==> src/poa_defs.svh <==
// offsets, field positions, reset values and timing counts of the power-on acknowledge block
`ifndef POA_DEFS_SVH
`define POA_DEFS_SVH

// ****************************************
// register byte offsets
// ****************************************
`define POA_OFF_DEVICE_CONTROL_REGISTER 8'h00
`define POA_OFF_CONFIG 8'h04
`define POA_OFF_BOOT_STATUS 8'h08
`define POA_OFF_STATE 8'h0c
`define POA_OFF_SWOFF_CAUSE 8'h10
`define POA_OFF_FAULT_STATUS 8'h14
`define POA_OFF_PG_MASK 8'h18
`define POA_OFF_INT_STATUS 8'h1c
`define POA_OFF_INT_MASK 8'h20
`define POA_OFF_RES_EN 8'h24

// ****************************************
// field positions and reset values
// ****************************************
`define POA_CFG_KEEPON_MODE 0
`define POA_CFG_AUTO_SET 1
`define POA_CFG_OFF_HARD 2
`define POA_CFG_SLEEP_MASK 3
`define POA_CONFIG_RST 4'ha
`define POA_CAUSE_HOLD 0
`define POA_CAUSE_KEEPON 1
`define POA_CAUSE_TIMEOUT 2
`define POA_CAUSE_THERMAL 3
`define POA_INT_THERMAL 0
`define POA_INT_SHORT 1
`define POA_INT_SEQ_DONE 2
`define POA_INT_W 3
`define POA_RES_W 8
`define POA_SEQ_STEPS 4

// ****************************************
// timing
// ****************************************
`define POA_CLK_HZ 25000000
`define POA_CLK_NS 40
`define POA_HOLD_WINDOW_S 8
`define POA_HOLD_WINDOW_CYCLES (`POA_HOLD_WINDOW_S * `POA_CLK_HZ)
`define POA_SLOT_NS 200
`define POA_SLOT_CYCLES ((`POA_SLOT_NS + `POA_CLK_NS - 1) / `POA_CLK_NS)

`endif

==> src/poa_pkg.sv <==
// types of the power-on acknowledge block
`default_nettype none
package poa_pkg;

  typedef enum logic [2:0]
  {
    POA_S_OFF = 3'b000,
    POA_S_UP = 3'b001,
    POA_S_ACTIVE = 3'b010,
    POA_S_SLEEP = 3'b011,
    POA_S_DOWN = 3'b100
  } poa_state_t;

  // reset level codes: lower value clears more domains
  typedef enum logic [1:0]
  {
    POA_LVL_POR = 2'b00,
    POA_LVL_HW = 2'b01,
    POA_LVL_SWO = 2'b10
  } poa_lvl_t;

  typedef enum logic [3:0]
  {
    POA_R_DEVICE_CONTROL_REGISTER = 4'h0,
    POA_R_CONFIG = 4'h1,
    POA_R_BOOT = 4'h2,
    POA_R_STATE = 4'h3,
    POA_R_CAUSE = 4'h4,
    POA_R_FAULT = 4'h5,
    POA_R_PG_MASK = 4'h6,
    POA_R_INT_STATUS = 4'h7,
    POA_R_INT_MASK = 4'h8,
    POA_R_RES_EN = 4'h9,
    POA_R_NONE = 4'hf
  } poa_reg_t;

endpackage : poa_pkg
`default_nettype wire

==> src/poa_top.sv <==
// power-on acknowledge, boot selector latch and reset domains with apb registers
// Function
// (RQ1) reset out held until power-up sequence ends
// (RQ2) on request starts power-up, active releases reset
// (RQ3) hold mode: eight second window then shutdown
// (RQ4) host holds the hold pin high
// (RQ5) hold pin falling edge is off request
// (RQ6) auto mode sets keep-on bit at end
// (RQ7) keep-on bit may replace the hold pin
// (RQ8) host keeps keep-on bit at one
// (RQ9) sequences are register writes, software overwrites
// (RQ10) selector picks program half and branch
// (RQ11) selector latched at power-up end, readable
// (RQ12) selector branches steps during sequence
// (RQ13) power-on reset clears all three domains
// (RQ14) power-on domain survives hardware and switch-off
// (RQ15) fault, mask and cause registers power-on only
// (RQ16) hard level off runs matching off sequence
// (RQ17) hard reset clears hardware and switch-off domains
// (RQ18) soft level off clears switch-off domain only
// (RQ19) hardware domain holds interrupt and boot state
// (RQ20) switch-off domain holds device control, enables
// (RQ21) levels coded 0 power-on, 1 hard, 2 switch-off
// (RQ22) interrupt output push-pull, low when pending
// (RQ23) interrupt masked in sleep, per-source masks
// (RQ24) warm restart reruns power-up, ends active
// (RQ25) widest requested reset level wins
// (RQ26) hold timer cleared in off, counts when active
//
// Decided for this implementation: the register addresses and register access over APB.
`timescale 1ns/1ps
`default_nettype none
`include "poa_defs.svh"

module poa_top
#(
  parameter int unsigned HOLD_CYCLES = `POA_HOLD_WINDOW_CYCLES
)
(
  input wire logic clk,
  input wire logic rst,
  input wire logic psel,
  input wire logic penable,
  input wire logic pwrite,
  input wire logic [7:0] paddr,
  input wire logic [31:0] pwdata,
  output logic [31:0] prdata,
  output logic pready,
  output logic pslverr,
  input wire logic on_request,
  input wire logic hold_request_pin,
  input wire logic warm_restart_pin_n,
  input wire logic sleep_request,
  input wire logic boot_select_pin,
  input wire logic thermal_event,
  input wire logic short_event,
  output logic system_reset_out,
  output logic int_n,
  output logic [`POA_RES_W-1:0] resource_enable
);

  // ****************************************
  // address decode
  // ****************************************
  function automatic poa_pkg::poa_reg_t poa_decode(input logic [7:0] a);
    case (a)
      `POA_OFF_DEVICE_CONTROL_REGISTER: poa_decode = poa_pkg::POA_R_DEVICE_CONTROL_REGISTER;
      `POA_OFF_CONFIG: poa_decode = poa_pkg::POA_R_CONFIG;
      `POA_OFF_BOOT_STATUS: poa_decode = poa_pkg::POA_R_BOOT;
      `POA_OFF_STATE: poa_decode = poa_pkg::POA_R_STATE;
      `POA_OFF_SWOFF_CAUSE: poa_decode = poa_pkg::POA_R_CAUSE;
      `POA_OFF_FAULT_STATUS: poa_decode = poa_pkg::POA_R_FAULT;
      `POA_OFF_PG_MASK: poa_decode = poa_pkg::POA_R_PG_MASK;
      `POA_OFF_INT_STATUS: poa_decode = poa_pkg::POA_R_INT_STATUS;
      `POA_OFF_INT_MASK: poa_decode = poa_pkg::POA_R_INT_MASK;
      `POA_OFF_RES_EN: poa_decode = poa_pkg::POA_R_RES_EN;
      default: poa_decode = poa_pkg::POA_R_NONE;
    endcase
  endfunction : poa_decode

  poa_pkg::poa_state_t state, next_state;
  poa_pkg::poa_lvl_t off_lvl, next_off_lvl;
  logic [27:0] hold_timer, next_hold_timer;
  logic keep_prev;
  logic warm_prev;
  logic seq_start, seq_dir_down, seq_busy, seq_done, seq_wr_valid, seq_wr_value;
  logic [2:0] seq_wr_index;
  // power-on domain
  logic [3:0] config_bits, next_config_bits;
  logic [3:0] swoff_cause, next_swoff_cause;
  logic [1:0] fault_status, next_fault_status;
  logic [7:0] pg_mask, next_pg_mask;
  // hardware domain
  logic [`POA_INT_W-1:0] int_status, next_int_status;
  logic [`POA_INT_W-1:0] int_mask, next_int_mask;
  logic boot_status, next_boot_status;
  // switch-off domain
  logic keep_on_bit, next_keep_on_bit;
  logic [`POA_RES_W-1:0] next_resource_enable;
  // bus
  logic [31:0] next_prdata;
  logic next_pready, next_pslverr;
  logic next_reset_out, next_int_n;

  logic apb_wr, apb_rd;
  poa_pkg::poa_reg_t wr_sel;
  logic keep_src, keep_fall, warm_fall, hold_expired;
  logic off_req, hw_clr, swo_clr, up_done;
  logic [3:0] cause_set;
  logic [`POA_INT_W-1:0] int_set;

  assign apb_wr = psel & penable & pready & pwrite;
  assign apb_rd = psel & penable & ~pready & ~pwrite;
  assign wr_sel = apb_wr ? poa_decode(paddr) : poa_pkg::POA_R_NONE;

  // ****************************************
  // off requests and timers
  // ****************************************
  // (RQ7) bit stands in for the pin
  assign keep_src = config_bits[`POA_CFG_KEEPON_MODE] ? keep_on_bit : hold_request_pin;
  // (RQ5) falling keep source
  assign keep_fall = keep_prev & ~keep_src;
  assign warm_fall = warm_prev & ~warm_restart_pin_n;
  assign hold_expired = (hold_timer == 28'(HOLD_CYCLES));
  assign up_done = (state == poa_pkg::POA_S_UP) & seq_done;
  assign cause_set[`POA_CAUSE_HOLD] = keep_fall & ~config_bits[`POA_CFG_KEEPON_MODE];
  assign cause_set[`POA_CAUSE_KEEPON] = keep_fall & config_bits[`POA_CFG_KEEPON_MODE];
  // (RQ3) window ends without keep source
  assign cause_set[`POA_CAUSE_TIMEOUT] = hold_expired & ~keep_src;
  assign cause_set[`POA_CAUSE_THERMAL] = thermal_event;
  assign off_req = |cause_set;
  // (RQ17) hard clear at end of down sequence
  assign hw_clr = (state == poa_pkg::POA_S_DOWN) & seq_done & (off_lvl == poa_pkg::POA_LVL_HW);
  // (RQ18) every off clears switch-off domain
  assign swo_clr = (state == poa_pkg::POA_S_DOWN) & seq_done;

  // ****************************************
  // power state machine
  // ****************************************
  // warm restart outranks off so a locked host can always recover
  always_comb
  begin
    next_state = state;
    next_off_lvl = off_lvl;
    seq_start = 1'b0;
    seq_dir_down = 1'b0;
    next_hold_timer = hold_timer;
    case (state)
      poa_pkg::POA_S_OFF:
      begin
        // (RQ2) on request starts power-up
        if (on_request)
        begin
          next_state = poa_pkg::POA_S_UP;
          seq_start = 1'b1;
        end
      end
      poa_pkg::POA_S_UP:
      begin
        if (seq_done)
          next_state = poa_pkg::POA_S_ACTIVE;
      end
      poa_pkg::POA_S_ACTIVE, poa_pkg::POA_S_SLEEP:
      begin
        if (warm_fall)
        begin
          // (RQ24) warm restart reruns power-up
          next_state = poa_pkg::POA_S_UP;
          seq_start = 1'b1;
        end
        else if (off_req)
        begin
          // (RQ16) off runs the down sequence
          next_state = poa_pkg::POA_S_DOWN;
          seq_start = 1'b1;
          seq_dir_down = 1'b1;
          // (RQ25) widest level wins
          next_off_lvl = (thermal_event | config_bits[`POA_CFG_OFF_HARD]) ?
                         poa_pkg::POA_LVL_HW : poa_pkg::POA_LVL_SWO;
        end
        else if (state == poa_pkg::POA_S_ACTIVE && sleep_request)
          next_state = poa_pkg::POA_S_SLEEP;
        else if (state == poa_pkg::POA_S_SLEEP && !sleep_request)
          next_state = poa_pkg::POA_S_ACTIVE;
      end
      poa_pkg::POA_S_DOWN:
      begin
        if (seq_done)
          next_state = poa_pkg::POA_S_OFF;
      end
      default: next_state = poa_pkg::POA_S_OFF;
    endcase
    // (RQ26) cleared in off, counts while active
    if (state == poa_pkg::POA_S_OFF)
      next_hold_timer = 28'h0;
    else if (state == poa_pkg::POA_S_ACTIVE && !hold_expired)
      next_hold_timer = hold_timer + 28'h1;
  end

  // (RQ1) reset out follows the registered active states only
  assign next_reset_out = (next_state == poa_pkg::POA_S_ACTIVE) | (next_state == poa_pkg::POA_S_SLEEP);

  // (RQ13) power-on reset is the asynchronous reset of every flop
  always_ff @(posedge clk or posedge rst)
  begin
    if (rst)
    begin
      state <= poa_pkg::POA_S_OFF;
      off_lvl <= poa_pkg::POA_LVL_POR;
      hold_timer <= 28'h0;
      keep_prev <= 1'b0;
      warm_prev <= 1'b1;
      system_reset_out <= 1'b0;
    end
    else
    begin
      state <= next_state;
      off_lvl <= next_off_lvl;
      hold_timer <= next_hold_timer;
      keep_prev <= keep_src;
      warm_prev <= warm_restart_pin_n;
      system_reset_out <= next_reset_out;
    end
  end

  // ****************************************
  // sequence player
  // ****************************************
  // (RQ12) selector feeds the player every step
  poa_seq_runner u_runner
  (
    .clk(clk),
    .rst(rst),
    .start(seq_start),
    .dir_down(seq_dir_down),
    .sel(boot_select_pin),
    .busy(seq_busy),
    .done(seq_done),
    .wr_valid(seq_wr_valid),
    .wr_index(seq_wr_index),
    .wr_value(seq_wr_value)
  );

  // ****************************************
  // domain registers
  // ****************************************
  assign int_set[`POA_INT_THERMAL] = thermal_event;
  assign int_set[`POA_INT_SHORT] = short_event;
  assign int_set[`POA_INT_SEQ_DONE] = up_done;

  // hardware sets win over software clears
  always_comb
  begin
    // (RQ14) power-on domain ignores hard and switch-off clears
    next_config_bits = (wr_sel == poa_pkg::POA_R_CONFIG) ? pwdata[3:0] : config_bits;
    next_pg_mask = (wr_sel == poa_pkg::POA_R_PG_MASK) ? pwdata[7:0] : pg_mask;
    next_swoff_cause = ((wr_sel == poa_pkg::POA_R_CAUSE) ? swoff_cause & ~pwdata[3:0] : swoff_cause)
                       | ((state == poa_pkg::POA_S_ACTIVE || state == poa_pkg::POA_S_SLEEP) && !warm_fall ?
                          cause_set : 4'h0);
    next_fault_status = ((wr_sel == poa_pkg::POA_R_FAULT) ? fault_status & ~pwdata[1:0] : fault_status)
                        | {short_event, thermal_event};
    next_int_status = ((wr_sel == poa_pkg::POA_R_INT_STATUS) ? int_status & ~pwdata[`POA_INT_W-1:0] : int_status)
                      | int_set;
    next_int_mask = (wr_sel == poa_pkg::POA_R_INT_MASK) ? pwdata[`POA_INT_W-1:0] : int_mask;
    // (RQ11) selector latched at power-up end
    next_boot_status = up_done ? boot_select_pin : boot_status;
    next_keep_on_bit = (wr_sel == poa_pkg::POA_R_DEVICE_CONTROL_REGISTER) ? pwdata[0] : keep_on_bit;
    // (RQ6) auto mode sets the keep-on bit
    if (up_done && config_bits[`POA_CFG_KEEPON_MODE] && config_bits[`POA_CFG_AUTO_SET])
      next_keep_on_bit = 1'b1;
    // (RQ9) software may overwrite sequence results
    next_resource_enable = (wr_sel == poa_pkg::POA_R_RES_EN) ? pwdata[`POA_RES_W-1:0] : resource_enable;
    if (seq_wr_valid)
      next_resource_enable[seq_wr_index] = seq_wr_value;
    // (RQ19) hardware domain clear
    if (hw_clr)
    begin
      next_int_status = int_set;
      next_int_mask = {`POA_INT_W{1'b0}};
      next_boot_status = 1'b0;
    end
    // (RQ20) switch-off domain clear, in the same cycle as the last down sequence write
    if (swo_clr)
    begin
      next_keep_on_bit = 1'b0;
      next_resource_enable = {`POA_RES_W{1'b0}};
    end
  end

  // (RQ23) sleep masking and per-source masks
  assign next_int_n = ~((|(next_int_status & ~next_int_mask)) &
                        ~((next_state == poa_pkg::POA_S_SLEEP) & next_config_bits[`POA_CFG_SLEEP_MASK]));

  // (RQ15) power-on domain registers cleared only here
  always_ff @(posedge clk or posedge rst)
  begin
    if (rst)
    begin
      config_bits <= `POA_CONFIG_RST;
      swoff_cause <= 4'h0;
      fault_status <= 2'h0;
      pg_mask <= 8'h00;
      int_status <= {`POA_INT_W{1'b0}};
      int_mask <= {`POA_INT_W{1'b0}};
      boot_status <= 1'b0;
      keep_on_bit <= 1'b0;
      resource_enable <= {`POA_RES_W{1'b0}};
      int_n <= 1'b1;
    end
    else
    begin
      config_bits <= next_config_bits;
      swoff_cause <= next_swoff_cause;
      fault_status <= next_fault_status;
      pg_mask <= next_pg_mask;
      int_status <= next_int_status;
      int_mask <= next_int_mask;
      boot_status <= next_boot_status;
      keep_on_bit <= next_keep_on_bit;
      resource_enable <= next_resource_enable;
      // (RQ22) push-pull, low while pending
      int_n <= next_int_n;
    end
  end

  // ****************************************
  // apb slave
  // ****************************************
  // one wait state: data and pready are both registered, so outputs stay glitch free
  always_comb
  begin
    next_pready = psel & penable & ~pready;
    next_pslverr = 1'b0;
    next_prdata = 32'h0;
    if (next_pready)
      next_pslverr = (poa_decode(paddr) == poa_pkg::POA_R_NONE);
    if (apb_rd)
    begin
      case (poa_decode(paddr))
        poa_pkg::POA_R_DEVICE_CONTROL_REGISTER: next_prdata = {31'h0, keep_on_bit};
        poa_pkg::POA_R_CONFIG: next_prdata = {28'h0, config_bits};
        poa_pkg::POA_R_BOOT: next_prdata = {31'h0, boot_status};
        // (RQ21) level code shown beside the state
        poa_pkg::POA_R_STATE: next_prdata = {24'h0, seq_busy, off_lvl, system_reset_out, 1'b0, state};
        poa_pkg::POA_R_CAUSE: next_prdata = {28'h0, swoff_cause};
        poa_pkg::POA_R_FAULT: next_prdata = {30'h0, fault_status};
        poa_pkg::POA_R_PG_MASK: next_prdata = {24'h0, pg_mask};
        poa_pkg::POA_R_INT_STATUS: next_prdata = {29'h0, int_status};
        poa_pkg::POA_R_INT_MASK: next_prdata = {29'h0, int_mask};
        poa_pkg::POA_R_RES_EN: next_prdata = {24'h0, resource_enable};
        default: next_prdata = 32'h0;
      endcase
    end
  end

  // bus registers
  always_ff @(posedge clk or posedge rst)
  begin
    if (rst)
    begin
      pready <= 1'b0;
      pslverr <= 1'b0;
      prdata <= 32'h0;
    end
    else
    begin
      pready <= next_pready;
      pslverr <= next_pslverr;
      prdata <= next_prdata;
    end
  end
endmodule : poa_top
`default_nettype wire

==> src/poa_seq_runner.sv <==
// stored power sequence player: one resource write per slot, branching on the selector
`timescale 1ns/1ps
`default_nettype none
`include "poa_defs.svh"

module poa_seq_runner
(
  input wire logic clk,
  input wire logic rst,
  input wire logic start,
  input wire logic dir_down,
  input wire logic sel,
  output logic busy,
  output logic done,
  output logic wr_valid,
  output logic [2:0] wr_index,
  output logic wr_value
);

  logic [1:0] step;
  logic [3:0] slot;
  logic down;
  logic [1:0] next_step;
  logic [3:0] next_slot;
  logic next_busy;
  logic next_down;
  logic next_done;
  logic next_wr_valid;
  logic [2:0] next_wr_index;
  logic next_wr_value;

  // slot timer and step walk; selector picks the program half at each step
  always_comb
  begin
    next_step = step;
    next_slot = slot;
    next_busy = busy;
    next_down = down;
    next_done = 1'b0;
    next_wr_valid = 1'b0;
    next_wr_index = wr_index;
    next_wr_value = wr_value;
    if (!busy)
    begin
      if (start)
      begin
        next_busy = 1'b1;
        next_down = dir_down;
        next_step = 2'h0;
        next_slot = 4'h0;
      end
    end
    else if (slot == 4'(`POA_SLOT_CYCLES - 1))
    begin
      next_slot = 4'h0;
      next_wr_valid = 1'b1;
      // (RQ10) selector picks program half
      // down runs the steps in reverse so resources drop in the opposite order
      next_wr_index = {sel, down ? ~step : step};
      next_wr_value = ~down;
      next_step = step + 2'h1;
      if (step == 2'(`POA_SEQ_STEPS - 1))
      begin
        next_busy = 1'b0;
        next_done = 1'b1;
      end
    end
    else
    begin
      next_slot = slot + 4'h1;
    end
  end

  // registers only
  always_ff @(posedge clk or posedge rst)
  begin
    if (rst)
    begin
      step <= 2'h0;
      slot <= 4'h0;
      busy <= 1'b0;
      down <= 1'b0;
      done <= 1'b0;
      wr_valid <= 1'b0;
      wr_index <= 3'h0;
      wr_value <= 1'b0;
    end
    else
    begin
      step <= next_step;
      slot <= next_slot;
      busy <= next_busy;
      down <= next_down;
      done <= next_done;
      wr_valid <= next_wr_valid;
      wr_index <= next_wr_index;
      wr_value <= next_wr_value;
    end
  end

endmodule : poa_seq_runner
`default_nettype wire

==> config.mk <==
export PLATFORM = sky130hd
export DESIGN_NAME = poa_top
export DESIGN_NICKNAME = d
export VERILOG_FILES = /design/src/poa_pkg.sv /design/src/poa_top.sv /design/src/poa_seq_runner.sv
export VERILOG_INCLUDE_DIRS = /design/src /design/src/src
export SDC_FILE = /design/constraint.sdc
export NUM_CORES = 1
export LEC_CHECK = 0
export ABC_AREA = 1
export BUFFER_PORTS_ARGS = -buffer_cell sky130_fd_sc_hd__buf_2
export CORE_ASPECT_RATIO = 1.25
export CORE_MARGIN = 5
export CORE_UTILIZATION = 51
export DETAILED_ROUTE_END_ITERATION = 10
export PLACE_DENSITY = 0.8
export SLEW_MARGIN = 30
export SYNTH_ARGS = -nofsm -noshare
export SYNTH_HDL_FRONTEND = slang
export SYNTH_SLANG_ARGS = --single-unit
==> constraint.sdc <==
create_clock -name clk -period 2.8 [get_ports clk]
set_clock_uncertainty 0.2 [all_clocks]
set_input_delay 0.14 -clock clk [delete_from_list [all_inputs] [get_ports clk]]
set_output_delay 0.14 -clock clk [all_outputs]
set_load 0.02 [all_outputs]
* Yosys cells after proc, flatten, opt, wreduce, memory -nomap -nowiden
Cells that the tools add are included.
** Operators by class
- Add/subtract/negate cells :: 3
- Multipliers :: 0
- Divide/modulo/power cells :: 0
- Order comparisons :: 2
- Equality and inequality tests :: 37
- Shifts and indexed selects :: 0
- Muxes and demuxes :: 60
- Bitwise gates (word level) :: 39
- Reductions and logical operators :: 26
** Operators with widths (count)
- case mux 8 bit (10 select lines) :: 1
- 2-to-1 mux 28 bit :: 2
- case mux 4 bit (10 select lines) :: 1
- == test 4 x 3 -> 1 bit, second input constant :: 9
- 2-to-1 mux 4 bit :: 9
- 2-to-1 mux 3 bit :: 11
- == test 8 x 5 -> 1 bit, second input constant :: 4
- 2-to-1 mux 8 bit :: 4
- adder 28 x 1 -> 28 bit, second input constant :: 1
- == test 28 bit, second input constant :: 1
- 2-to-1 mux 1 bit :: 22
- == test 4 bit, second input constant :: 5
- == test 8 x 4 -> 1 bit, second input constant :: 2
- == test 8 x 6 -> 1 bit, second input constant :: 2
- AND 1 bit :: 15
- == test 3 x 2 -> 1 bit, second input constant :: 4
- 2-to-1 mux 2 bit :: 6
- case mux 3 bit (4 select lines) :: 1
- NOT 1 bit :: 10
- bitwise mux 8 bit :: 1
- == test 4 x 1 -> 1 bit, second input constant :: 2
- == test 4 x 2 -> 1 bit, second input constant :: 2
- == test 8 x 3 -> 1 bit, second input constant :: 1
- logical NOT 4 bit :: 2
- 33 further kinds :: 49
** Word-level totals
- Register bits after elaboration :: 119
- Latch bits :: 0
- Bits in writable memories :: 0
- Bits in read-only memories :: 0
- Bits of input ports :: 52
- Output and inout bits :: 44
- Logic and storage cells :: 195
- Memories :: 0

* Depth between registers and ports, before layout
- Depth after elaboration :: 13
- Mapped depth :: 13
- Mapped depth without buffers :: 13

* By module
A second synthesis with hierarchy kept.
** Unflattened totals
- Cell total of the unflattened synthesis :: 760
- Area, all modules :: 5640.4 µm²
** By module, submodules not included
- poa_top :: instances 1, cells each 692, area an instance 4999.8 µm², seq. area each 2031.9 µm²
- poa_seq_runner :: instances 1, cells each 68, area an instance 640.6 µm², seq. area each 350.3 µm²

* Worst setup path before layout
Ideal clock, no wire load.
- Path type :: register to register
- Start :: register hold_timer[0]
- End :: register hold_timer[7]
- Library setup time :: 126 ps
- Data arrival time :: 1495 ps
- Data required time :: 2474 ps
- Slack :: 979 ps
- Cell stages (with the launch flop) :: 12
- Buffers on the path :: 1
- Period minus slack after synthesis :: 1821 ps
- Cells stage by stage :: dfrtp_1 > inv_1 > ha_1 > nand2_1 > nor2_1 > nand2_1 > nor2_2 > nand2_1 > nand3_2 > buf_4 > o21ai_0 > nor3b_2
** Between the ends
- Longest elaborated chain between the ends :: 4
- Elaborated cells on any way between the ends :: 7
- Those cells by class :: add/sub (1); eq/ne (1); mux (2); reduce/logical (3)
** Ends and longest elaborated chain
- from (decl) :: line poa_top.sv:83 : logic [27:0] hold_timer, next_hold_timer;
- from (signal assigned) :: line poa_top.sv:219 : hold_timer <= next_hold_timer;
- branches (longest 4 deep; another with adder 28 x 1 -> 28 bit)
Several ways; the timed one is not identified. The select of a mux whose other input is x is not followed.
A chain may end at the register's enable or synchronous reset.

* Final worst setup path
- Start :: register hold_timer[0]
- End :: register hold_timer[19]
Same word-level chain as after synthesis.

==> key figures <==
Outcome
  – Status: complete, no violations

Layout
  – Commonest non-fill, non-tap cell in the layout: nand2_1
  – Area Overhead vs Synth: 13.9%
  – Antenna cells: 0
  – Most frequent cells in the layout: 199 x nand2_1, 103 x inv_1, 91 x dfrtp_1
  – Share of post-route cells with drive strength above 1: about 14%
  – Fillcell total: around 980
  – Fin nets: 890

Die
  – I/O pin count: 96
  – Die width: between 100 and 150 µm
  – Core ar.: around 0.011 mm²
  – DIE AREA: about 0.013 mm²
  – Die Y: roughly 130 µm
  – Num rows: between 40 and 50
  – Starting Density: a little over 50%

Setup path
  – Critical path capture point type: flip-flop
  – Crit-path cells: inv_1 -> ha_1 -> nand2_1 -> nor2_1 -> nand2_1 -> nor2_2 -> nand2_1 -> nand3_2 -> nand2_4 -> inv_2 -> nand2_1 -> o31ai_1
  – Worst Reg2Reg Path Length in Cells: 12
  – Critical path's largest stage delay: 0.45 ns
  – Worst endpoint required time: 2.84 ns
  – Worst path slowest cell: dfrtp_1
  – Flop-to-flop setup slack: a little under 0.6 ns
  – Crit path kind: reg2reg
  – Worst R2R End: hold_timer[19]
  – Worst setup SP type: flip-flop
  – CP most frequent cell: nand2_1
  – Arrival @ worst endpoint: 2.25 ns
  – Reg2reg start: hold_timer[0]
  – Critical Path Fanout Max: 25

Timing
  – Unrepaired setup endpoints after global routing: false
  – Max Freq: approximately 450 MHz
  – Slew Limit Fails: 0
  – Slew @ Worst Pin: around 0.73 ns
  – Setup-failing EPs final: 0
  – Hold_ws: roughly 0.037 ns
  – Tmin final: 2.21 ns
  – Worst slew margin: 51.0%
  – Final hold violations: 0
  – Setup_tns: 0 ns
  – Period utilization: 78.9%

Hold path
  – Hold path depth: 4
  – Hold Crit Class: in2reg
  – Hold Path End: prdata[5]
  – Hold Crit Start: paddr[5]

Synthesis
  – Post-synthesis cell type count: 45
  – Yosys warns: 0
  – Top-area cell type share of the netlist area: approximately two fifths
  – Register area share after synthesis: 41.9%
  – #FFs+latches synth: between 90 and 100
  – Post-Syn Area per Cell: 7.45 µm²
  – Post-synthesis cell area: around 0.0057 mm²
  – Area contributors post-synth: dfrtp_1 40%, nand2_1 13%, inv_1 6.9%, nand3_1 4.5%, nor2_1 4.5%
  – Cells after Synth: 763
  – Largest area contributor in the netlist: dfrtp_1

Pwr
  – P_leak: 3.17 nW
  – Max rail drop VDD: approximately 0.32 mV
  – Power Density: between 600 and 700 mW/mm²

Placement
  – GPL Wtd Cong: 0.908
  – Dpl hpwl: just over 10000 µm
  – Port Buf Inserts: 47

Clock network
  – Clk_lat worst skew: about 0.35 ns
  – Post-CTS Resized: 0
  – Total CTS buffers: 9
  – Clock Tree Root: clkbuf_16
  – Clk slew on worst S/H paths: 0.07 ns
  – Cts hold-fix bufs: 19
  – Clock Path Buffers: 2
  – TritonCTS clock tree: done
  – # clock sinks: 95
  – H-tree lvl count: 3
  – Setup Buffers After CTS: 0

Global routing
  – Global-route wire length before repair: 23100 µm
  – Gr ovfl total: 0
  – Largest net degree at the start of global routing: 42
  – Initial antenna violation count: 0
  – GR Util All Layers: 21.0%
  – Vias in the first global route: approximately 4800

Route
  – Final ANT Viol Nets: 0
  – Vias: 5053
  – Via density: 5.19
  – Iter 0 DRT Violations: around 330
  – Drt pass-1 iters: 5
  – DRT Wirelength: 13600 µm
  – DRC: 0
  – Wire per inst: roughly 14 µm

Flow run
  – Max_cap viols: 0
-- state kept, by name (all words and copies together) (netlist names), 2 cells and up --
name	flops
hold_timer	28
resource_enable	8
state	3
pg_mask	8
config_bits	4
u_runner.wr_index	3
off_lvl	2
int_status	3
u_runner.step	2
int_mask	3
swoff_cause	4
fault_status	2
u_runner.slot	4
prdata	8
-- synth_stat cells, drive strengths merged --
cell,n
a31oi,2
xor2,6
dfrtp,91
o21ai,66
nand3,58
dfstp,4
o31ai,8
inv,119
xnor2,6
nand4,20
nand3b,1
conb,1
o22ai,2
nor2,76
o211ai,5
a21boi,1
a22oi,1
buf,34
nor4,2
ha,5
nor3,24
and2,1
nor3b,6
nand2,208
o21a,2
a21oi,8
o21bai,6
-- cell type report --
type / count / area, µm² / share of cell area [%]
clock buffer: 10 / 229 / 3.54
clock inverter: 6 / 91.3 / 1.41
inverter: 119 / 450 / 6.96
multi-input combinational: 538 / 2690 / 41.5
sequential: 95 / 2380 / 36.8
tap: 135 / 169 / 2.61
timing repair buffer: 70 / 468 / 7.23
-- cells by family (layout without fill, tap and decap cells) --
| logic type | after synthesis | after routing | share of synthesized area (%) |
|---|---|---|---|
| compound gates | 101 | 101 | 10.7 |
| xor+xnor | 12 | 12 | 1.85 |
| fa+ha+maj | 5 | 5 | 1.10 |
| buf+inv | 153 | 205 | 12.4 |
| flops | 95 | 95 | 41.9 |
| other cells | 1 | 24 | 0.0660 |
| simple gates | 396 | 396 | 32.0 |
-- critical path: cells and delay by family, from the launching register on --
kind            cells  cell delay, ns
simple gates        8            0.84
fa+ha+maj           1            0.19
buf+inv             2            0.36
compound gates      1            0.07
flops               1            0.45
-- stage by stage --
stage / cell area (µm²) / setup WS, ns / util [%] / std cells / total power, W
after floorplan: 5780 / 0.979 / - / 786 / 0.00244
after global routing: 6480 / 0.272 / 58.7 / 973 / 0.00424
after detailed placement: 5970 / 0.628 / 54.1 / 938 / 0.00267
after CTS: 6480 / 0.597 / 58.7 / 973 / 0.00402
final: 6480 / 0.592 / 58.7 / 973 / 0.00399
after global placement: 5970 / 0.695 / 54.1 / 938 / 0.00264
-- power breakdown --
| group | switching, W | internal, W |
|---|---|---|
| Combinational | 0.000627 | 0.000308 |
| Sequential | 0.000182 | 0.00156 |
| Clock | 0.000532 | 0.000789 |
-- worst max path at each step --
stage / from / to / cells past startpoint
floorplan: hold_timer[0] / hold_timer[7] / 11
global placement: hold_timer[0] / hold_timer[12] / 12
detailed placement: hold_timer[0] / hold_timer[19] / 12
CTS: hold_timer[0] / hold_timer[17] / 12
global route: hold_timer[0] / hold_timer[19] / 12
finish: hold_timer[0] / hold_timer[19] / 12
-- layer usage --
| layer | GRT usage (%) | up-vias | wire [µm] |
|---|---|---|---|
| li1 | - | 2544 | - |
| met1 | 25.7 | 2304 | 5730 |
| met2 | 36.0 | 171 | 6730 |
| met3 | 3.98 | 34 | 730 |
| met4 | 8.99 | 0 | 449 |
| met5 | 0 | - | 0 |
Note: power is estimated with default switching activity, not from simulation.
